`src/design/rsp_consts.vh`:
```
// Constants for the radio serial port host controller.
// Assumes a 200 MHz system clock; included by bare name.
`ifndef RSP_CONSTS_VH
`define RSP_CONSTS_VH
`define RSP_CLK_PERIOD_PS     5000
`define RSP_SCLK_HALF_NS      50
`define RSP_SCLK_HALF_CYC     ((`RSP_SCLK_HALF_NS * 1000 + `RSP_CLK_PERIOD_PS - 1) / `RSP_CLK_PERIOD_PS)
`define RSP_BYTE_GAP_NS       100
`define RSP_BYTE_GAP_CYC      ((`RSP_BYTE_GAP_NS * 1000 + `RSP_CLK_PERIOD_PS - 1) / `RSP_CLK_PERIOD_PS)
`define RSP_PD_WAIT_US        150
`define RSP_PD_WAIT_CYC       ((`RSP_PD_WAIT_US * 1000000 + `RSP_CLK_PERIOD_PS - 1) / `RSP_CLK_PERIOD_PS)
`define RSP_SYNC_SETTLE_CYC   3
`define RSP_HDR_RW_BIT        7
`define RSP_HDR_BURST_BIT     6
`define RSP_STAT_RDY_BIT      7
`define RSP_STROBE_FIRST      6'h30
`define RSP_STROBE_LAST       6'h3D
`endif

```
`src/design/rsp_fifo.v`:
```
// Small synchronous FIFO, valid/ready on both sides.
// Assumes one clock and synchronous active-high reset.
`default_nettype none
module rsp_fifo #(
  parameter WIDTH = 8,
  parameter DEPTH = 8,
  parameter AW    = 3
) (
  input  wire             mclk,     // System clock
  input  wire             rst,      // Sync reset
  input  wire [WIDTH-1:0] inData,   // Write data
  input  wire             inValid,  // Write request
  output wire             inReady,  // Not full
  output wire [WIDTH-1:0] outData,  // Head word
  output wire             outValid, // Not empty
  input  wire             outReady  // Drain request
);
  reg [WIDTH-1:0] mem [0:DEPTH-1];
  reg [AW-1:0]    wrPtr_r;
  reg [AW-1:0]    rdPtr_r;
  reg [AW:0]      count_r;
  reg [AW:0]      count_nxt;
  reg             notFull_r;
  reg             notEmpty_r;
  wire            doWr;
  wire            doRd;

  // Flags are flops, so a port fed by them comes straight from a register
  assign inReady  = notFull_r;
  assign outValid = notEmpty_r;
  assign outData  = mem[rdPtr_r];
  assign doWr     = inValid & inReady;
  assign doRd     = outValid & outReady;

  // Occupancy after this cycle's push and pop
  always @* begin
    count_nxt = count_r;
    if (doWr && !doRd)
      count_nxt = count_r + 1'b1;
    else if (doRd && !doWr)
      count_nxt = count_r - 1'b1;
  end

  // Pointers wrap on depth, count tracks occupancy
  always @(posedge mclk) begin
    if (rst) begin
      wrPtr_r <= {AW{1'b0}};
      rdPtr_r <= {AW{1'b0}};
      count_r    <= {(AW+1){1'b0}};
      notFull_r  <= 1'b1;
      notEmpty_r <= 1'b0;
    end else begin
      if (doWr) begin
        mem[wrPtr_r] <= inData;
        wrPtr_r      <= (wrPtr_r == DEPTH[AW-1:0] - 1'b1) ? {AW{1'b0}} : wrPtr_r + 1'b1;
      end
      if (doRd)
        rdPtr_r <= (rdPtr_r == DEPTH[AW-1:0] - 1'b1) ? {AW{1'b0}} : rdPtr_r + 1'b1;
      count_r    <= count_nxt;
      notFull_r  <= (count_nxt != DEPTH[AW:0]);
      notEmpty_r <= (count_nxt != {(AW+1){1'b0}});
    end
  end
endmodule // rsp_fifo
`default_nettype wire

```
`src/design/rsp_host.v`:
```
// Host-side master for the radio's four-wire serial config and data port.
// Assumes the device samples on rising serial clock, shifts on falling one.
`include "rsp_consts.vh"
`default_nettype none
module rsp_host #(
  parameter PD_WAIT_CYC = `RSP_PD_WAIT_CYC, // Fallback start-up wait in mclk cycles
  parameter FIFO_DEPTH  = 8                 // Transmit data FIFO depth
) (
  input  wire       mclk,          // System clock 200 MHz
  input  wire       rst,           // Sync reset, active high
  input  wire       cmdValid,      // Start a transaction
  output reg        cmdReady,      // Idle, command accepted
  input  wire       cmdWrite,      // 1 = write
  input  wire       cmdBurst,      // Burst flag
  input  wire [5:0] cmdAddr,       // Register address
  input  wire [5:0] cmdLen,        // Data bytes, 0 = header only
  input  wire       cmdNoWait,     // 1 = timed wait, no ready polling
  input  wire [7:0] wrData,        // Write data byte
  input  wire       wrValid,       // Write data valid
  output wire       wrReady,       // FIFO has room
  output reg  [7:0] rdData,        // Byte read or status byte
  output reg        rdValid,       // One-cycle pulse per byte
  output reg        rdIsStatus,    // rdData is a status byte
  output reg        done,          // One-cycle pulse at end
  output reg        serialClk,     // Serial clock to device
  output reg        serialIn,      // Device data input
  input  wire       serialOut,     // Device data output
  output reg        chip_select_low // Active-low chip select
);
  // Frame walk, one state per phase:
  //   idle - ready for a command, select high, clock low
  //   wait - select low, polling the ready flag or timing the start-up
  //   low  - clock low half-period, data bit already on the line
  //   high - clock high half-period, returned bit captured on entry
  //   gap  - byte gap; a write also waits here for its next data byte
  //   end  - select held past the last falling clock edge, then released
  localparam S_IDLE = 3'd0;
  localparam S_WAIT = 3'd1;
  localparam S_LOW  = 3'd2;
  localparam S_HIGH = 3'd3;
  localparam S_GAP  = 3'd4;
  localparam S_END  = 3'd5;

  // Timing counts cut to the 18-bit timer on purpose
  localparam integer HALF_I     = `RSP_SCLK_HALF_CYC - 1;
  localparam integer GAP_I      = `RSP_BYTE_GAP_CYC - 1;
  localparam integer SETTLE_I   = `RSP_SYNC_SETTLE_CYC;
  localparam [17:0]  HALF_LAST  = HALF_I[17:0];
  localparam [17:0]  GAP_LAST   = GAP_I[17:0];
  localparam [17:0]  SETTLE_CYC = SETTLE_I[17:0];
  localparam [17:0]  PD_LAST    = PD_WAIT_CYC[17:0];

  // Sequencer state and bit timing
  reg  [2:0]  state_r;
  reg  [17:0] tmr_r;
  reg  [2:0]  bit_r;

  // Shift registers, one per direction
  reg  [7:0]  txSh_r;
  reg  [7:0]  rxSh_r;

  // Transaction context latched at the take
  reg         hdr_r;
  reg         write_r;
  reg         noWait_r;
  reg  [5:0]  left_r;

  // Ready flag synchroniser, idles high
  reg         so1_r;
  reg         so2_r;

  // Transmit data FIFO read side
  wire [7:0]  fData;
  wire        fValid;
  reg         fPop;

  // Exit conditions of the wait state
  wire        readySeen;
  wire        waitOver;

  // Write data waits here; address width follows the depth
  rsp_fifo #(.WIDTH(8), .DEPTH(FIFO_DEPTH), .AW($clog2(FIFO_DEPTH))) uFifo (
    .mclk(mclk), .rst(rst), .inData(wrData), .inValid(wrValid), .inReady(wrReady),
    .outData(fData), .outValid(fValid), .outReady(fPop)
  );

  // Poll only once the synchroniser holds a sample taken after select fell;
  // before that it may still show the released line's last level
  assign readySeen = !noWait_r && !so2_r && (tmr_r >= SETTLE_CYC);
  assign waitOver  = noWait_r && (tmr_r >= PD_LAST);

  // Two-flop synchroniser on the device data output
  always @(posedge mclk) begin
    if (rst) begin
      so1_r <= 1'b1;
      so2_r <= 1'b1;
    end else begin
      so1_r <= serialOut;
      so2_r <= so1_r;
    end
  end

  // Main sequencer; 50 ns half-periods run at the 10 MHz limit, so every byte gets the 100 ns gap
  always @(posedge mclk) begin
    fPop <= 1'b0;
    if (rst) begin
      state_r         <= S_IDLE;
      cmdReady        <= 1'b0;
      chip_select_low <= 1'b1;
      serialClk       <= 1'b0;
      serialIn        <= 1'b0;
      rdData          <= 8'h00;
      rdValid         <= 1'b0;
      rdIsStatus      <= 1'b0;
      done            <= 1'b0;
      tmr_r           <= 18'h0_0000;
      bit_r           <= 3'd0;
      txSh_r          <= 8'h00;
      rxSh_r          <= 8'h00;
      hdr_r           <= 1'b0;
      write_r         <= 1'b0;
      noWait_r        <= 1'b0;
      left_r          <= 6'd0;
    end else begin
      rdValid <= 1'b0;
      done    <= 1'b0;
      case (state_r)
        S_IDLE: begin
          // Whole command latched; later input changes are ignored
          cmdReady <= 1'b1;
          if (cmdValid && cmdReady) begin
            cmdReady        <= 1'b0;
            chip_select_low <= 1'b0;
            txSh_r          <= {cmdWrite ? 1'b0 : 1'b1, cmdBurst, cmdAddr};
            write_r         <= cmdWrite;
            noWait_r        <= cmdNoWait;
            left_r          <= cmdLen;
            hdr_r           <= 1'b1;
            bit_r           <= 3'd7;
            tmr_r           <= 18'h0_0000;
            state_r         <= S_WAIT;
          end
        end
        S_WAIT: begin
          // Poll ready, or fall back to the timed start-up wait
          tmr_r <= tmr_r + 1'b1;
          if (readySeen || waitOver) begin
            tmr_r    <= 18'h0_0000;
            serialIn <= txSh_r[7];
            state_r  <= S_LOW;
          end
        end
        S_LOW: begin
          // Capture at the rise; data out last moved at a falling edge
          tmr_r <= tmr_r + 1'b1;
          if (tmr_r >= HALF_LAST) begin
            tmr_r     <= 18'h0_0000;
            serialClk <= 1'b1;
            rxSh_r    <= {rxSh_r[6:0], so2_r};
            state_r   <= S_HIGH;
          end
        end
        S_HIGH: begin
          // Falling edge carries the next bit out
          tmr_r <= tmr_r + 1'b1;
          if (tmr_r >= HALF_LAST) begin
            tmr_r     <= 18'h0_0000;
            serialClk <= 1'b0;
            txSh_r    <= {txSh_r[6:0], 1'b0};
            if (bit_r != 3'd0) begin
              bit_r    <= bit_r - 1'b1;
              serialIn <= txSh_r[6];
              state_r  <= S_LOW;
            end else begin
              // Byte complete: hand back status or read data
              rdData     <= rxSh_r;
              rdValid    <= 1'b1;
              rdIsStatus <= hdr_r | write_r;
              hdr_r      <= 1'b0;
              bit_r      <= 3'd7;
              state_r    <= (left_r == 6'd0) ? S_END : S_GAP;
            end
          end
        end
        S_GAP: begin
          // Inter-byte gap; a write stalls here until its data byte arrives
          tmr_r <= tmr_r + 1'b1;
          if (tmr_r >= GAP_LAST && (!write_r || fValid)) begin
            tmr_r    <= 18'h0_0000;
            left_r   <= left_r - 1'b1;
            txSh_r   <= write_r ? fData : 8'h00;
            serialIn <= write_r ? fData[7] : 1'b0;
            fPop     <= write_r;
            state_r  <= S_LOW;
          end
        end
        S_END: begin
          // Hold select past last falling edge, then release
          tmr_r <= tmr_r + 1'b1;
          if (tmr_r >= GAP_LAST) begin
            chip_select_low <= 1'b1;
            serialIn        <= 1'b0;
            done            <= 1'b1;
            tmr_r           <= 18'h0_0000;
            state_r         <= S_IDLE;
          end
        end
        default: state_r <= S_IDLE;
      endcase
    end
  end
endmodule // rsp_host
`default_nettype wire

```
`config.mk`:
```
export PLATFORM = sky130hd
export DESIGN_NAME = rsp_host
export DESIGN_NICKNAME = d
export VERILOG_FILES = /design/src/design/rsp_fifo.v /design/src/design/rsp_host.v
export VERILOG_INCLUDE_DIRS = /design/src /design/src/design
export SDC_FILE = /design/constraint.sdc
export NUM_CORES = 1
export LEC_CHECK = 0
export ABC_AREA = 1
export BUFFER_PORTS_ARGS = -buffer_cell sky130_fd_sc_hd__buf_2
export CORE_ASPECT_RATIO = 1.4
export CORE_MARGIN = 2
export CORE_UTILIZATION = 35
export CTS_BUF_LIST = sky130_fd_sc_hd__clkbuf_8 sky130_fd_sc_hd__clkbuf_16
export DETAILED_ROUTE_END_ITERATION = 8
export GPL_TIMING_DRIVEN = 0
export PLACE_DENSITY = 0.53
export SLEW_MARGIN = 20
export SYNTH_ARGS = -nofsm -noshare
export SYNTH_HDL_FRONTEND = slang
export SYNTH_SLANG_ARGS = --single-unit
```
`constraint.sdc`:
```
create_clock -name mclk -period 2.3 [get_ports mclk]
set_input_delay 0.115 -clock mclk [delete_from_list [all_inputs] [get_ports mclk]]
set_output_delay 0.115 -clock mclk [all_outputs]
set_load 0.1 [all_outputs]
```
==> impl_metrics.yaml, run 1 <==
final_layout:
  layout.filler_cells: 1958
  n_antenna_cell: 0
  finish.net_count: 950
  multi_input_area_mm2: 0.00283
  layout_cell_share_with_drive_strength_beyond_1_pct: 11.8
  final-seq-area_mm2: 0.00356
  syn_to_final_growth_pct: 18.5
worst_setup_path:
  timing.critical_path.required_ps: 2620
  worstPathArrival_ps: 2370
  critical_path.max_fanout: 10
  worst_setup_ep_type: "register"
  cp-start-kind: "register"
  critPathKind: "reg -> reg"
power:
  pwr_density_cell_mw_per_mm2: 934
  p_leak_nw: 3.48
  p_total_mw: 7.59
  max-vdd-ir-drop_uv: 513
global_route:
  grt_max_degree: 20
  grt_pass1_vias: 5507
  number_of_antenna_violations_at_the_first_check_in_global_routing: 0
  grt_first_pass_wirelength_um: 28200
  gr-usage-all-layers_pct: 17.7
  grt.overflow.total: 0
route:
  wl_per_cell_um: 14.8
  vias_per_cell: 4.85
  dr.pass1.iters: 5
  total_wirelength_of_the_detailed_routed_design_um: 17300
  post-route-drc-count: 0
  drtIter0Drc: 336
  via_count: 5680
  final_antenna_violating_net_count: 0
die:
  floorplan.core_area_mm2: 0.0192
  die_w_um: 122
  floorplan.die_area_mm2: 0.0207
  rows: 60
  ios: 44
  start_util_pct: 35.7
  die_h_um: 170
sta:
  final_hold_viol_count: 0
  timing.final.max_slew_violations: 0
  finalSetupTns_ps: 0
  skew_ps: 13.0
  setup-violations-final: 0
  fin_crit_ps: 2050
  rsz0062_at_grt: "false"
  timing_worst_slew_pin_value_ps: 848
  finalCritPeriodShare_pct: 89.2
  fmaxAchievable_ghz: 0.487
  slew-limit-headroom_pct: 43.3
clock_tree:
  cts-buffers-inserted: 17
  clock_root_cell: "sky130_fd_sc_hd__clkbuf_16"
  cts_num_sinks: 146
  cts.repair.resized: 0
  cts.clk_slew.worst_paths_ps: 70
  clock_insertion_delay_worst_skew_ps: 430
  tritoncts: "built"
  max_buffers_root_to_sink: 2
  post_cts_hold_buffer_count: 12
  post_cts_setup_repair_buffer_count: 0
  clock_h_tree_levels: 4
yosys:
  ys_seq_area_share_pct: 52.0
  yosys_register_bits: 146
  async_flop_share_pct: 0
  yosys_synthesis_warning_count: 0
  syn_nets: 876
  synth_common_cells: "sky130_fd_sc_hd__nand2_1 (155), sky130_fd_sc_hd__nor2_1 (145), sky130_fd_sc_hd__inv_1 (86)"
  post_synth.cell_area_avg_um2: 8.21
  synthTopCellsByArea: "sky130_fd_sc_hd__edfxtp_1 (28%), sky130_fd_sc_hd__dfxtp_1 (24%), sky130_fd_sc_hd__nand2_1 (8.5%), sky130_fd_sc_hd__nor2_1 (7.9%), sky130_fd_sc_hd__o21ai_0 (4.9%)"
  synth_ff_type: "sky130_fd_sc_hd__dfxtp_1"
  post-synth-top-area-fraction_pct: 28.0
  syn-cell-area_mm2: 0.00686
  synth-edff-count: 64
  yosysMostFrequentCell: "sky130_fd_sc_hd__nand2_1"
  synth_largest_area_cell: "sky130_fd_sc_hd__edfxtp_1"
  synth.lib_cells_used.distinct: 38
  synthesis.instances: 835
place:
  io_buffer_count: 43
  gp_congestion: 0.861
  place_hpwl_um: 12500
run:
  timing.max_cap.violations: 0
run_status:
  status: "complete, no violations"
min_path:
  hold_path_class: "in -> reg"
[layout by cell type (no fill, tap or decap), drive strengths merged]
cell type    count
o31ai            2
edfxtp          64
dfxtp           82
xor2            15
o21ai           77
dlygate4sd3     12
or2              2
inv             98
nand3           59
clkbuf          33
o211ai          26
nand4            8
nor3            14
o211a            1
a21oi           33
clkinv           6
nor2           153
mux2i            1
buf             55
a211oi           1
ha              13
nand3b           2
xnor2            2
nand2          159
o21a             1
o21bai           3
[sequential cells by signal, indices dropped and copies added, names as in the netlist, 3 cells and up, named ones only]
name / count
uFifo.mem: 64
tmr_r: 18
rdData: 8
rxSh_r: 8
txSh_r: 8
left_r: 6
uFifo.count_r: 4
bit_r: 3
state_r: 3
uFifo.rdPtr_r: 3
uFifo.wrPtr_r: 3
[stage by stage]
stage | util [%] | setup WS (ps) | cell area, um^2 | instances | hold WS, ps
6_report | 42.3 | 248 | 8130 | 1170 | 53.4
5_1_grt | 42.3 | 1.29 | 8130 | 1170 | 60.9
3_5_place_dp | 38.4 | 259 | 7380 | 1126 | 315
3_3_place_gp | 38.4 | 253 | 7380 | 1126 | 312
2_1_floorplan | - | 184 | 6860 | 835 | 214
4_1_cts | 42.3 | 252 | 8130 | 1170 | 38.7
[power by group]
group / leakage [nW] / switching (mW) / internal [mW]
clock: 0.303 / 1.35 / 1.50
combinational: 1.93 / 1.16 / 0.516
sequential: 1.24 / 0.145 / 2.92
[routing by layer]
layer / wire [um] / global-route usage (%)
met5: 0 / 0
met3: 516 / 3.36
met4: 392 / 6.45
met2: 8860 / 31.3
met1: 7520 / 21.2
[cells by family (layout without fill, tap and decap cells)]
| group | after synthesis | count (layout) | synth area share (%) |
|---|---|---|---|
| AOI/OAI and AO/OA | 144 | 144 | 12.0 |
| xor gates and xnor gates | 17 | 17 | 2.17 |
| adders and majority gates | 13 | 13 | 2.37 |
| buffers and inverters | 117 | 204 | 6.82 |
| DFF | 146 | 146 | 52.0 |
| muxes | 1 | 1 | 0.146 |
| and+or+nand+nor | 397 | 397 | 24.5 |
[final timing paths]
path	start	endpoint	slack (ps)	cells after the start
setup / recovery	tmr_r[0]$_SDFFE_PP0P_	txSh_r[7]$_SDFFE_PP0P_	250	12
hold reg to reg	so1_r$_SDFF_PP1_	so2_r$_SDFF_PP1_	410	1
setup reg to reg	tmr_r[0]$_SDFFE_PP0P_	txSh_r[7]$_SDFFE_PP0P_	250	12
hold / removal	cmdAddr[0]	txSh_r[0]$_SDFFE_PP0P_	50	5
[layout make-up]
type                            instances  area share [%]
Inverter                               89            4.11
Timing Repair Buffer                   55            4.12
Buffer                                 28            1.65
Clock buffer                           17            5.23
Multi-Input combinational cell        572            34.8
Clock inverter                         15            2.45
Sequential cell                       146            43.9
Tap cell                              248            3.82
[critical path: stages, from the launching register on]
cell and delay, ps:
sky130_fd_sc_hd__dfxtp_1 390, sky130_fd_sc_hd__ha_1 240, sky130_fd_sc_hd__nor2_1 130, sky130_fd_sc_hd__nand2_1 110
sky130_fd_sc_hd__nand2_1 70, sky130_fd_sc_hd__nand2_1 100, sky130_fd_sc_hd__o21bai_4 300, sky130_fd_sc_hd__nand2_4 140
sky130_fd_sc_hd__nand3_4 160, sky130_fd_sc_hd__buf_6 160, sky130_fd_sc_hd__nand2_1 50, sky130_fd_sc_hd__nand2_1 50
sky130_fd_sc_hd__nor2_1 40
(Power assumes the default switching activity.)
==> inputs of run 2 (changes only) <==
--- a/config.mk
+++ b/config.mk
@@ -14,6 +14,7 @@
 export CTS_BUF_LIST = sky130_fd_sc_hd__clkbuf_8 sky130_fd_sc_hd__clkbuf_16
 export DETAILED_ROUTE_END_ITERATION = 8
 export GPL_TIMING_DRIVEN = 0
+export HOLD_SLACK_MARGIN = 0.08
 export PLACE_DENSITY = 0.53
 export SLEW_MARGIN = 20
 export SYNTH_ARGS = -nofsm -noshare
==> run 2 against run 1 <==
Against the previous run: clock skew is 1.2 ps lower; flip-flop and latch count stayed put; cell area is 0.98% higher; first-iteration DRC count is 4.5% higher.
==> impl_metrics.yaml, run 2 (synthesis results as in run 1) <==
die:
  start_util_pct: 35.7
  die_w_um: 122
  ios: 44
  rows: 60
  floorplan.core_area_mm2: 0.0192
  floorplan.die_area_mm2: 0.0207
  die_h_um: 170
worst_setup_path:
  path_common_cell: "sky130_fd_sc_hd__nand2_1"
  crit_slowest_cell: "sky130_fd_sc_hd__dfxtp_1"
  crit_path_start: "tmr_r[0]$_SDFFE_PP0P_"
  ff2ff_setup_slack_ps: 250
  cp-start-kind: "register"
  ff2ff_path_depth: 12
  timing.critical_path.cells: "ha_1, nor2_1, nand2_1, nand2_1, nand2_1, o21bai_4, nand2_4, nand3_4, buf_6, nand2_1, nand2_1, nor2_1"
  critical_path.max_fanout: 10
  cpPeakStageDelay_ps: 390
  critical_register_to_register_path_startpoint: "tmr_r[0]$_SDFFE_PP0P_"
  path_depth: 12
  critical_path.n_buffers_inverters: 1
  critPathKind: "reg -> reg"
  critPathTopFamily: "simple AND/OR/NAND/NOR gates"
  worst_setup_ep_type: "register"
  worstPathArrival_ps: 2370
  timing.critical_path.required_ps: 2620
global_route:
  grtUsageMet2_pct: 31.5
  gr-usage-all-layers_pct: 17.8
  number_of_antenna_violations_at_the_first_check_in_global_routing: 0
  grt_most_used_layer: "met2"
  gr-usage-met3_pct: 3.29
  grt_first_pass_wirelength_um: 28300
  grt_pass1_vias: 5559
  groute.layer.met1.usage_pct: 21.3
  grt.overflow.total: 0
  grt_max_degree: 20
sta:
  worst_slack_ps: 249
  finalSetupTns_ps: 0
  slew-limit-headroom_pct: 40.0
  finalCritPeriodShare_pct: 89.2
  setup-violations-final: 0
  fin_crit_ps: 2050
  fmaxAchievable_ghz: 0.488
  skew_ps: 11.9
  hold-worst-slack_ps: 97.2
  final_hold_viol_count: 0
  timing.final.max_slew_violations: 0
  rsz0062_at_grt: "false"
  timing_worst_slew_pin_value_ps: 897
run:
  timing.max_cap.violations: 0
final_layout:
  n_antenna_cell: 0
  mostFrequentLayoutCell: "sky130_fd_sc_hd__nand2_1"
  largest_registers_ranked_by_flip_flop_count: "uFifo.mem x64, tmr_r x18"
  layout.filler_cells: 1949
  finish.net_count: 958
  final_util_pct: 42.7
  layout_cell_share_with_drive_strength_beyond_1_pct: 11.7
  largest_register_ffs: 64
  mostFrequentLayoutCells: "sky130_fd_sc_hd__nand2_1 (155), sky130_fd_sc_hd__nor2_1 (145), sky130_fd_sc_hd__inv_1 (86)"
  syn_to_final_growth_pct: 19.7
  largest-register: "uFifo.mem"
  design_area_mm2: 0.00821
  finish.cell_count_without_fillers: 1178
power:
  p_total_mw: 7.61
  pwr_density_cell_mw_per_mm2: 926
  p_leak_nw: 3.52
  max-vdd-ir-drop_uv: 516
route:
  final_antenna_violating_net_count: 0
  wl_per_cell_um: 14.7
  total_wirelength_of_the_detailed_routed_design_um: 17300
  drtIter0Drc: 351
  via_count: 5711
  vias_per_cell: 4.85
  post-route-drc-count: 0
  dr.pass1.iters: 5
clock_tree:
  clock_root_cell: "sky130_fd_sc_hd__clkbuf_16"
  post_cts_setup_repair_buffer_count: 0
  cts.repair.resized: 0
  tritoncts: "built"
  clock_h_tree_levels: 4
  max_buffers_root_to_sink: 2
  cts.clk_slew.worst_paths_ps: 80
  cts_num_sinks: 146
  clock_insertion_delay_worst_skew_ps: 430
  cts-buffers-inserted: 17
place:
  dpl.cell_count: 1126
  gp_congestion: 0.861
  post_placement_worst_setup_slack_ps: 259
  place_hpwl_um: 12500
  placed_cell_area_mm2: 0.00738
  io_buffer_count: 43
min_path:
  timing.hold.worst_path_depth: 5
  timing.hold.worst.start: "cmdBurst"
  hold_path_class: "in -> reg"
run_status:
  status: "complete, no violations"
run 2: cell count changes in the layout (fill, tap and decap cells not counted), sizes merged:
cell	delta
dlygate4sd3	+8
run 2: worst paths after layout:
kind,endpoint
worst min register to register,so2_r$_SDFF_PP1_
worst max-delay path,txSh_r[7]$_SDFFE_PP0P_
worst min-delay path,txSh_r[6]$_SDFFE_PP0P_
worst max register to register,txSh_r[7]$_SDFFE_PP0P_
run 2: worst reg2reg max path, stage by stage, from the launching register on:
cell and delay [ps]:
sky130_fd_sc_hd__dfxtp_1 390, sky130_fd_sc_hd__ha_1 240, sky130_fd_sc_hd__nor2_1 130, sky130_fd_sc_hd__nand2_1 110, sky130_fd_sc_hd__nand2_1 70, sky130_fd_sc_hd__nand2_1 100
sky130_fd_sc_hd__o21bai_4 300, sky130_fd_sc_hd__nand2_4 140, sky130_fd_sc_hd__nand3_4 160, sky130_fd_sc_hd__buf_6 160, sky130_fd_sc_hd__nand2_1 50, sky130_fd_sc_hd__nand2_1 50
sky130_fd_sc_hd__nor2_1 40
run 2: layer usage:
| layer | wire, um | vias up | part of all wire, % |
|---|---|---|---|
| met3 | 622 | 24 | 3.6 |
| li1 | - | 2935 | - |
| met5 | 0 | - | 0 |
| met1 | 7410 | 2648 | 43 |
| met2 | 8920 | 104 | 51 |
| met4 | 393 | 0 | 2.3 |
run 2: layout make-up:
cell class | count | area [um^2] | share of cell area, %
timing repair buffer | 63 | 415 | 5.06
tap | 248 | 310 | 3.78
clock buffer | 17 | 425 | 5.18
multi-input combinational | 572 | 2830 | 34.4
inverter | 89 | 334 | 4.07
clock inverter | 15 | 199 | 2.42
buffer | 28 | 134 | 1.63
sequential | 146 | 3560 | 43.4
run 2: repair_timing:
action	4_1_cts	5_1_grt
hold buffers	20	0
endpoints found under the hold margin	76	0
endpoints found under the setup margin	0	0
run 2: power by group:
group          switching (mW)  leakage (nW)  internal, mW  total, mW
Clock                    1.35         0.303          1.50       2.85
Combinational            1.16          1.97         0.525       1.68
Sequential              0.145          1.24          2.92       3.07
